==> src/inc/rtcp_consts.vh <==
// Purpose: Register offsets, field positions, reset values and timing counts of the counter block.
// Assumes: Byte-wide register port, one clock.
// Notes: Counter-domain ticks arrive as enables on the main clock.
`ifndef RTCP_CONSTS_VH
`define RTCP_CONSTS_VH
`define RTCP_OFS_STATUS 5'h01
`define RTCP_OFS_FLAGS 5'h03
`define RTCP_OFS_CTRL 5'h00
`define RTCP_OFS_DBG 5'h05
`define RTCP_OFS_CLOCK_SOURCE_SELECT 5'h07
`define RTCP_OFS_TICK_L 5'h08
`define RTCP_OFS_TICK_H 5'h09
`define RTCP_OFS_WRAP_L 5'h0A
`define RTCP_OFS_WRAP_H 5'h0B
`define RTCP_OFS_MATCH_L 5'h0C
`define RTCP_OFS_MATCH_H 5'h0D
`define RTCP_OFS_PCTRL 5'h10
`define RTCP_OFS_PSTAT 5'h11
`define RTCP_OFS_PIEN 5'h12
`define RTCP_OFS_PFLAG 5'h13
`define RTCP_OFS_PDBG 5'h15
`define RTCP_TICK_RST 16'h0000
`define RTCP_WRAP_RST 16'hFFFF
`define RTCP_MATCH_RST 16'h0000
`define RTCP_SRC_FAST 2'h0
`define RTCP_SRC_SLOW 2'h1
`define RTCP_SRC_XTAL 2'h2
`define RTCP_SRC_PIN 2'h3
`define RTCP_SLOW_DIV 5'h1F
`define RTCP_SYNC_TICKS 2'h2
`define RTCP_PER_OFF 4'h0
`define RTCP_PER_RSVD 4'hF
`define RTCP_CTRL_EN_BIT 0
`define RTCP_CTRL_PRE_LSB 3
`define RTCP_PCTRL_PER_LSB 3
`endif

==> src/verilog/rtcp_counter.v <==
// Purpose: Real-time tick counter with wrap, match, prescaler and a periodic timer.
// Assumes: Counter-clock sources arrive as edges sampled on clk, far slower than clk.
// Notes: Tick, wrap, match and control writes reach the counter logic after two counter clock ticks.
`timescale 1ns/1ps
`include "rtcp_consts.vh"

// Function
// - Counter halts in debug unless override set
// - Source choice selects one of four clocks
// - Sixteen-bit values split into low, high bytes
// - Tick and wrap writes apply after two ticks
// - Tick value readable, writable, resets zero
// - Wrap limit readable, writable, resets ones
// - Match value readable, writable, resets zero
// - Interval code picks periodic spacing, zero off
// - Periodic timer runs only while enabled
// - Periodic busy while control write synchronizes
// - Periodic irq enable gates the request
// - Periodic flag sets per event, write-one clears
// - Periodic timer has own debug override
// - Tick reaching wrap restarts, sets wrap flag
// - Tick equal to match sets match flag
// - Prescaler divides counter clock by power two
// - Match busy while match value synchronizes
module rtcp_counter (
   input wire clk,
   input wire nrst,
   input wire [4:0] addr,
   input wire [7:0] wdata,
   input wire wr,
   input wire rd,
   output reg [7:0] rdata,
   input wire debug_halt,
   input wire low_power_oscillator,
   input wire crystal_input_pin,
   input wire external_pin_source,
   output wire periodic_irq,
   output wire wrap_irq_flag,
   output wire match_irq_flag
);

   // ----------------------------------------------------------------
   // Register storage
   // ----------------------------------------------------------------
   reg [7:0] ctrl_q;
   reg halt_override_q;
   reg [1:0] source_choice_q;
   reg [15:0] tick_sw_q;
   reg [15:0] wrap_sw_q;
   reg [15:0] match_sw_q;
   reg [7:0] pctrl_sw_q;
   reg periodic_irq_enable_q;
   reg periodic_debug_q;
   reg wrap_flag_q;
   reg match_flag_q;
   reg periodic_flag_q;

   // Values as seen by the counter logic after synchronization.
   reg [15:0] tick_q;
   reg [15:0] wrap_q;
   reg [15:0] match_q;
   reg [7:0] pctrl_q;

   reg [7:0] ctrl_act_q;

   // Tracker outputs per synchronized value: a landing strobe that is high
   // on the counter tick that applies the value, and the busy level that
   // software polls.
   wire tick_apply;
   wire tick_busy;
   wire wrap_apply;
   wire wrap_busy;
   wire match_apply;
   wire match_busy;
   wire pctrl_apply;
   wire pctrl_busy;
   wire ctrl_apply;
   wire ctrl_busy;

   wire wr_tick = wr && (addr == `RTCP_OFS_TICK_L || addr == `RTCP_OFS_TICK_H);
   wire wr_wrap = wr && (addr == `RTCP_OFS_WRAP_L || addr == `RTCP_OFS_WRAP_H);
   wire wr_match = wr && (addr == `RTCP_OFS_MATCH_L || addr == `RTCP_OFS_MATCH_H);
   wire wr_pctrl = wr && addr == `RTCP_OFS_PCTRL;
   wire wr_ctrl = wr && addr == `RTCP_OFS_CTRL;

   // ----------------------------------------------------------------
   // Counter clock source selection
   // ----------------------------------------------------------------
   reg [2:0] src_hist_q;
   reg [4:0] slow_div_q;
   reg src_sel;
   wire fast_edge = low_power_oscillator & ~src_hist_q[0];
   always @* begin
      case (source_choice_q)
         `RTCP_SRC_FAST: src_sel = fast_edge;
         `RTCP_SRC_SLOW: src_sel = fast_edge && slow_div_q == `RTCP_SLOW_DIV;
         `RTCP_SRC_XTAL: src_sel = crystal_input_pin & ~src_hist_q[1];
         `RTCP_SRC_PIN: src_sel = external_pin_source & ~src_hist_q[2];
         default: src_sel = 1'b0;
      endcase
   end
   wire ctick = src_sel;

   always @(posedge clk) begin
      if (!nrst) begin
         src_hist_q <= 3'h0;
         slow_div_q <= 5'h00;
      end else begin
         src_hist_q <= {external_pin_source, crystal_input_pin, low_power_oscillator};
         if (fast_edge) begin
            slow_div_q <= slow_div_q + 5'h01;
         end
      end
   end

   // ----------------------------------------------------------------
   // Prescaler and debug gating
   // ----------------------------------------------------------------
   reg [14:0] pre_q;
   wire [3:0] pre_sel = ctrl_act_q[`RTCP_CTRL_PRE_LSB +: 4];
   wire [15:0] pre_mask = (16'h0001 << pre_sel) - 16'h0001;
   wire cnt_run = ctrl_act_q[`RTCP_CTRL_EN_BIT] && (halt_override_q || !debug_halt);
   wire cnt_step = cnt_run && ctick && ((pre_q & pre_mask[14:0]) == pre_mask[14:0]);

   // ----------------------------------------------------------------
   // Tick counter, wrap and match
   // ----------------------------------------------------------------
   wire at_wrap = tick_q == wrap_q;
   wire wrap_evt = cnt_step && at_wrap;
   wire match_evt = cnt_step && tick_q == match_q;
   wire clr_flags = wr && addr == `RTCP_OFS_FLAGS;

   always @(posedge clk) begin
      if (!nrst) begin
         pre_q <= 15'h0000;
         tick_q <= `RTCP_TICK_RST;
         wrap_q <= `RTCP_WRAP_RST;
         match_q <= `RTCP_MATCH_RST;
         wrap_flag_q <= 1'b0;
         match_flag_q <= 1'b0;
      end else begin
         if (ctick && cnt_run) begin
            pre_q <= pre_q + 15'h0001;
         end
         if (tick_apply) begin
            tick_q <= tick_sw_q;
         end else if (wrap_evt) begin
            tick_q <= 16'h0000;
         end else if (cnt_step) begin
            tick_q <= tick_q + 16'h0001;
         end
         if (wrap_apply) begin
            wrap_q <= wrap_sw_q;
         end
         if (match_apply) begin
            match_q <= match_sw_q;
         end
         // Hardware set wins over a same-cycle software clear.
         wrap_flag_q <= wrap_evt | (wrap_flag_q & ~(clr_flags & wdata[0]));
         match_flag_q <= match_evt | (match_flag_q & ~(clr_flags & wdata[1]));
      end
   end

   // ----------------------------------------------------------------
   // Periodic timer
   // ----------------------------------------------------------------
   reg [14:0] pit_q;
   wire [3:0] pit_code = pctrl_q[`RTCP_PCTRL_PER_LSB +: 4];
   wire pit_on = pctrl_q[0];
   wire pit_run = pit_on && (periodic_debug_q || !debug_halt);
   wire [15:0] pit_mask = (16'h0004 << (pit_code - 4'h1)) - 16'h0001;
   wire pit_valid = pit_code != `RTCP_PER_OFF && pit_code != `RTCP_PER_RSVD;
   wire pit_evt = pit_run && ctick && pit_valid
                  && ((pit_q & pit_mask[14:0]) == pit_mask[14:0]);
   wire clr_pflag = wr && addr == `RTCP_OFS_PFLAG && wdata[0];

   always @(posedge clk) begin
      if (!nrst) begin
         pit_q <= 15'h0000;
         periodic_flag_q <= 1'b0;
      end else begin
         if (!pit_on) begin
            pit_q <= 15'h0000;
         end else if (pit_run && ctick) begin
            pit_q <= pit_q + 15'h0001;
         end
         periodic_flag_q <= pit_evt | (periodic_flag_q & ~clr_pflag);
      end
   end

   assign periodic_irq = periodic_flag_q & periodic_irq_enable_q;
   assign wrap_irq_flag = wrap_flag_q;
   assign match_irq_flag = match_flag_q;

   // ----------------------------------------------------------------
   // Software-side registers and synchronization tracking
   // ----------------------------------------------------------------
   // Software copies live here; tick, wrap, match and both control values reach the counter side
   // only through their trackers, so writing them never disturbs a count in flight.
   always @(posedge clk) begin
      if (!nrst) begin
         ctrl_q <= 8'h00;
         ctrl_act_q <= 8'h00;
         halt_override_q <= 1'b0;
         source_choice_q <= `RTCP_SRC_FAST;
         tick_sw_q <= `RTCP_TICK_RST;
         wrap_sw_q <= `RTCP_WRAP_RST;
         match_sw_q <= `RTCP_MATCH_RST;
         pctrl_sw_q <= 8'h00;
         pctrl_q <= 8'h00;
         periodic_irq_enable_q <= 1'b0;
         periodic_debug_q <= 1'b0;
      end else begin
         if (wr && addr == `RTCP_OFS_DBG) halt_override_q <= wdata[0];
         if (wr && addr == `RTCP_OFS_CLOCK_SOURCE_SELECT) source_choice_q <= wdata[1:0];
         if (wr && addr == `RTCP_OFS_PIEN) periodic_irq_enable_q <= wdata[0];
         if (wr && addr == `RTCP_OFS_PDBG) periodic_debug_q <= wdata[0];
         if (wr && addr == `RTCP_OFS_TICK_L) tick_sw_q[7:0] <= wdata;
         if (wr && addr == `RTCP_OFS_TICK_H) tick_sw_q[15:8] <= wdata;
         if (wr && addr == `RTCP_OFS_WRAP_L) wrap_sw_q[7:0] <= wdata;
         if (wr && addr == `RTCP_OFS_WRAP_H) wrap_sw_q[15:8] <= wdata;
         if (wr && addr == `RTCP_OFS_MATCH_L) match_sw_q[7:0] <= wdata;
         if (wr && addr == `RTCP_OFS_MATCH_H) match_sw_q[15:8] <= wdata;
         if (wr_pctrl) pctrl_sw_q <= {1'b0, wdata[6:3], 2'b00, wdata[0]};
         if (wr_ctrl) ctrl_q <= {wdata[7:3], 2'b00, wdata[0]};
         if (pctrl_apply) pctrl_q <= pctrl_sw_q;
         if (ctrl_apply) ctrl_act_q <= ctrl_q;
      end
   end

   // ----------------------------------------------------------------
   // Synchronization trackers
   // ----------------------------------------------------------------
   // Both bytes of a 16-bit value share one tracker, so the pair lands
   // together on one tick; the cost is that a byte write restarts the wait.
   rtcp_sync_pend #(
      .LOAD(`RTCP_SYNC_TICKS)
   ) u_tick_pend (
      .clk(clk),
      .nrst(nrst),
      .load(wr_tick),
      .tick(ctick),
      .apply(tick_apply),
      .busy(tick_busy)
   );

   rtcp_sync_pend #(
      .LOAD(`RTCP_SYNC_TICKS)
   ) u_wrap_pend (
      .clk(clk),
      .nrst(nrst),
      .load(wr_wrap),
      .tick(ctick),
      .apply(wrap_apply),
      .busy(wrap_busy)
   );

   rtcp_sync_pend #(
      .LOAD(`RTCP_SYNC_TICKS)
   ) u_match_pend (
      .clk(clk),
      .nrst(nrst),
      .load(wr_match),
      .tick(ctick),
      .apply(match_apply),
      .busy(match_busy)
   );

   rtcp_sync_pend #(
      .LOAD(`RTCP_SYNC_TICKS)
   ) u_pctrl_pend (
      .clk(clk),
      .nrst(nrst),
      .load(wr_pctrl),
      .tick(ctick),
      .apply(pctrl_apply),
      .busy(pctrl_busy)
   );

   rtcp_sync_pend #(
      .LOAD(`RTCP_SYNC_TICKS)
   ) u_ctrl_pend (
      .clk(clk),
      .nrst(nrst),
      .load(wr_ctrl),
      .tick(ctick),
      .apply(ctrl_apply),
      .busy(ctrl_busy)
   );

   // ----------------------------------------------------------------
   // Read port
   // ----------------------------------------------------------------
   // Tick reads back the live counter-side value so software sees
   // the running count; wrap reads its software copy; unmapped offsets read zero.
   always @(posedge clk) begin
      if (!nrst) begin
         rdata <= 8'h00;
      end else if (rd) begin
         case (addr)
            `RTCP_OFS_CTRL: rdata <= ctrl_q;
            `RTCP_OFS_STATUS: rdata <= {4'h0, match_busy, wrap_busy, tick_busy, ctrl_busy};
            `RTCP_OFS_FLAGS: rdata <= {6'h00, match_flag_q, wrap_flag_q};
            `RTCP_OFS_DBG: rdata <= {7'h00, halt_override_q};
            `RTCP_OFS_CLOCK_SOURCE_SELECT: rdata <= {6'h00, source_choice_q};
            `RTCP_OFS_TICK_L: rdata <= tick_q[7:0];
            `RTCP_OFS_TICK_H: rdata <= tick_q[15:8];
            `RTCP_OFS_WRAP_L: rdata <= wrap_sw_q[7:0];
            `RTCP_OFS_WRAP_H: rdata <= wrap_sw_q[15:8];
            `RTCP_OFS_MATCH_L: rdata <= match_sw_q[7:0];
            `RTCP_OFS_MATCH_H: rdata <= match_sw_q[15:8];
            `RTCP_OFS_PCTRL: rdata <= pctrl_sw_q;
            `RTCP_OFS_PSTAT: rdata <= {7'h00, pctrl_busy};
            `RTCP_OFS_PIEN: rdata <= {7'h00, periodic_irq_enable_q};
            `RTCP_OFS_PFLAG: rdata <= {7'h00, periodic_flag_q};
            `RTCP_OFS_PDBG: rdata <= {7'h00, periodic_debug_q};
            default: rdata <= 8'h00;
         endcase
      end
   end

endmodule

// ----------------------------------------------------------------
// Synchronization tracker
// ----------------------------------------------------------------
// Counts the counter-domain ticks that a written value still has to wait.
// A write loads the full latency and each tick counts it down; the value
// lands on the tick that empties the count. A write while busy restarts
// the wait, so a value is never applied half updated. The wait is in
// counter ticks, not clk cycles, so a stopped source leaves busy high.
module rtcp_sync_pend #(
   parameter [1:0] LOAD = `RTCP_SYNC_TICKS
) (
   input wire clk,
   input wire nrst,
   input wire load,
   input wire tick,
   output wire apply,
   output wire busy
);
   reg [1:0] pend_q;
   reg [1:0] pend_d;

   assign apply = tick && pend_q == 2'h1;
   assign busy = pend_q != 2'h0;

   // A new write takes precedence over a tick in the same cycle.
   always @* begin
      if (load) begin
         pend_d = LOAD;
      end else if (tick && busy) begin
         pend_d = pend_q - 2'h1;
      end else begin
         pend_d = pend_q;
      end
   end

   always @(posedge clk) begin
      if (!nrst) begin
         pend_q <= 2'h0;
      end else begin
         pend_q <= pend_d;
      end
   end
endmodule

==> config.mk <==
export PLATFORM = sky130hd
export DESIGN_NAME = rtcp_counter
export DESIGN_NICKNAME = d
export VERILOG_FILES = /design/src/verilog/rtcp_counter.v
export VERILOG_INCLUDE_DIRS = /design/src /design/src/inc
export SDC_FILE = /design/constraint.sdc
export NUM_CORES = 1
export LEC_CHECK = 0
export BUFFER_PORTS_ARGS = -buffer_cell sky130_fd_sc_hd__buf_2
export CORE_ASPECT_RATIO = 1.25
export CORE_UTILIZATION = 45
export DETAILED_ROUTE_END_ITERATION = 8
export REMOVE_ABC_BUFFERS = 1
export SLEW_MARGIN = 10
export SYNTH_ARGS = -nofsm -noshare
export SYNTH_HDL_FRONTEND = slang
export SYNTH_HIERARCHICAL = 1
export SYNTH_SLANG_ARGS = --single-unit
==> constraint.sdc <==
create_clock -name clk -period 3.05 [get_ports clk]
set_clock_uncertainty 0.05 [all_clocks]
set_input_delay 0.4575 -clock clk [delete_from_list [all_inputs] [get_ports clk]]
set_output_delay 0.4575 -clock clk [all_outputs]
set_load 0.02 [all_outputs]
==> run_results.csv <==
group,metric,value,unit
pwr,clkPwrFrac,0.459,
placed_design,post-dp-hpwl,17.6,mm
grt,grt_pass1_vias,7427,
timing,rsz0062_at_grt,"no",
route,drt_iter0_markers,546,
min_path,hp-class,"in -> reg",
cells_and_area,drive_gt1_frac,0.139,
placed_design,io_buffers,31,
synthesis,async_flop_share,0,
timing,hold_viol_final,0,
worst_setup_path,arrival,3120,ps
synthesis,yosysWarnings,6,
clock_network,clock_sinks,181,
route,wl_per_cell,18.5,um
floorplanning,fp.coreArea,0.0215,mm^2
floorplanning,die_w,134,um
route,dr.pass1.iters,9,
route,route.vias.total,7750,
run_status,status,"complete, but fails checks",
worst_setup_path,r2r_setup_slack,260,ps
worst_setup_path,cpMaxStageDelayCell,"nor2_1",
synthesis,synth_cells,1092,
cells_and_area,syn2layout_area_growth,9.66,%
worst_setup_path,cp_max_fo,13,
pwr,vdd_drop_max,0.410,mV
grt,grt_max_degree,126,
grt,grt_usage,0.236,
timing,maxSlewHeadroom,0.365,
pwr,power_density,474,mW/mm^2
worst_setup_path,end_kind,"flip-flop",
floorplanning,fp.dieArea,0.0224,mm^2
clock_network,numCtsBuffers,17,
floorplanning,rows,60,
pwr,swShare,0.280,
clock_network,post_cts_buffers,0,
worst_setup_path,path_class,"reg -> reg",
timing,holdWs,170,ps
clock_network,clk_pin_slew,80,ps
route,drcViolationCount,1,
clock_network,cts_root_buf,"clkbuf_16",
synthesis,synth_edf_count,0,
pwr,sequentialPowerShare,0.474,
timing,tightest_slew,950,ps
synthesis,avgSynthCellArea,8.99,um^2
grt,grt_pass1_wl,41.2,mm
timing,setup_tns,0,ps
run_status,violations,"DRC",
route,wirelength,25.5,mm
timing,finalSetupViolations,0,
worst_setup_path,path_cells,"nor2_1 > nand3b_1 > ha_1 > nand2_1 > a21o_1 > a31oi_1 > nor2_1 > buf_4 > a31oi_1 > a21oi_1",
cells_and_area,stdcell_area,0.0108,mm^2
synthesis,syn_area,0.00982,mm^2
cells_and_area,final_nets,1122,
pwr,intPower,3.68,mW
cells_and_area,final_cells,1376,
synthesis,synth_flop_cell,"dfxtp_1",
grt,grt_overflow,0,
synthesis,synth_seq_cells,181,
worst_setup_path,crit_required,3380,ps
synthesis,ys_seq_area_frac,0.369,
flow_run,cap_violations,0,
cells_and_area,finish.utilization,0.502,
timing,clock.fmax,358,MHz
synthesis,synth_largest_area_cell,"dfxtp_1",
worst_setup_path,cpPeakStageDelay,740,ps
clock_network,insertion_delay,450,ps
placed_design,placed_cells,1344,
synthesis,synth_top_area_share,0.369,
pwr,power.switching,1.43,mW
timing,fin_crit,2790,ps
clock_network,htree_num_levels,4,
floorplanning,boundaryPins,32,
pwr,combPwrFrac,0.067,
placed_design,place.gp.congestion,0.838,
synthesis,synthTopCellsByArea,"dfxtp_1, mux2i_1, xnor2_1",
clock_network,hold_buffers,0,
floorplanning,die_h,167,um
timing,min_period_over_period,0.915,
grt,antenna_found_initial,0,
clock_network,cts_resized,0,
route,drt-vias-per-instance,5.63,
worst_setup_path,cp-start-kind,"flip-flop",
route,ant_nets,0,
placed_design,placed_area,0.0101,mm^2
cells_and_area,antennaDiodeCount,0,
clock_network,clockBufferDepth,2,
timing,drv_slew,0,
clock_network,tritoncts,"done",
pwr,leakagePower,3.74,nW
synthesis,netlist-cell-type-count,82,
floorplanning,floorplan.initialDensity,0.457,
logic make-up after synthesis:
logic type,count (synthesis),share of synthesized area
AOI/OAI and AO/OA,175,0.135
xor gates and xnor gates,70,0.0632
adders and majority gates,19,0.0237
buffers and inverters,118,0.0567
DFF,181,0.369
muxes,99,0.107
and+or+nand+nor,430,0.246
cell usage in the layout (no fill, tap or decap), drive strengths merged, types with 14 or more instances in the layout:
| master | count |
|---|---|
| nand2 | 132 |
| o31ai | 19 |
| dfxtp | 181 |
| nand3 | 44 |
| clkbuf | 17 |
| o21ai | 33 |
| a21boi | 21 |
| xnor2 | 57 |
| nand4 | 21 |
| nor2 | 36 |
| mux2i | 87 |
| and3 | 14 |
| a31oi | 24 |
| ha | 17 |
| a21oi | 23 |
| inv | 39 |
| nor2b | 79 |
| and2 | 32 |
| buf | 59 |
per-layer routing:
layer	vias to the layer above	GRT usage	share of wire
met3	57	0.0388	0.038
met2	180	0.392	0.48
li1	3780	-	-
met1	3733	0.296	0.44
met4	0	0.116	0.040
met5	-	0	0
Yosys cell counts (all sizes together), types with 11 or more instances:
master	instances
dfxtp	181
nand2	132
mux2i	87
nor2b	79
xnor2	57
buf	45
nand3	44
clkbuf	41
nor2	36
o21ai	33
and2	32
inv	32
a31oi	24
a21oi	23
a21boi	21
nand4	21
o31ai	19
ha	17
and3	14
nor3b	13
nor4	13
xor2	13
nand2b	12
a22oi	11
nor3	11
worst paths after layout:
kind / to / start / cells after the start
worst max-delay path: tick_q[7] / ctrl_act_q[4] / 10
worst min-delay path: src_hist_q[2] / external_pin_source / 2
worst min register to register: wrap_sw_q[13] / wrap_sw_q[13] / 2
worst max register to register: tick_q[7] / ctrl_act_q[4] / 10
cell type report:
| cell class | count | area (um^2) |
|---|---|---|
| fill | 2078 | 10700 |
| sequential | 181 | 3620 |
| tap | 279 | 349 |
| inverter | 32 | 120 |
| timing repair buffer | 59 | 380 |
| clock buffer | 17 | 425 |
| clock inverter | 15 | 221 |
| multi-input combinational | 793 | 5650 |
worst max-delay path, delay by kind of cell, from the launching register on:
family          cells  cell delay (ps)
simple gates        4             1290
compound gates      4              470
buf+inv             1              290
flops               1              310
fa+ha+maj           1              320
power groups by stage:
stage / Sequential (mW) / Combinational, mW / Clock, mW
after CTS: 2.42 / 0.342 / 2.38
final: 2.42 / 0.340 / 2.34
after detailed placement: 2.48 / 0.339 / 0
after global routing: 2.42 / 0.371 / 2.47
after floorplan: 2.47 / 0.183 / 0
after global placement: 2.48 / 0.336 / 0
sequential cells by signal, indices dropped and copies added, names as in the netlist, 2 cells and up:
signal / flops
ctrl_act_q: 5
ctrl_q: 6
match_q: 16
match_sw_q: 16
pctrl_q: 5
pctrl_sw_q: 5
pit_q: 15
pre_q: 15
rdata: 8
slow_div_q: 5
source_choice_q: 2
src_hist_q: 3
tick_q: 16
tick_sw_q: 16
u_ctrl_pend/pend_q: 2
u_match_pend/pend_q: 2
u_pctrl_pend/pend_q: 2
u_tick_pend/pend_q: 2
u_wrap_pend/pend_q: 2
wrap_q: 16
wrap_sw_q: 16
through the flow:
step	setup slack, ps	power, mW
5_1_grt	31.1	5.26
2_1_floorplan	263	2.65
3_3_place_gp	384	2.81
6_report	260	5.10
3_5_place_dp	342	2.82
4_1_cts	303	5.14
Note: power is estimated with default switching activity, not from simulation.
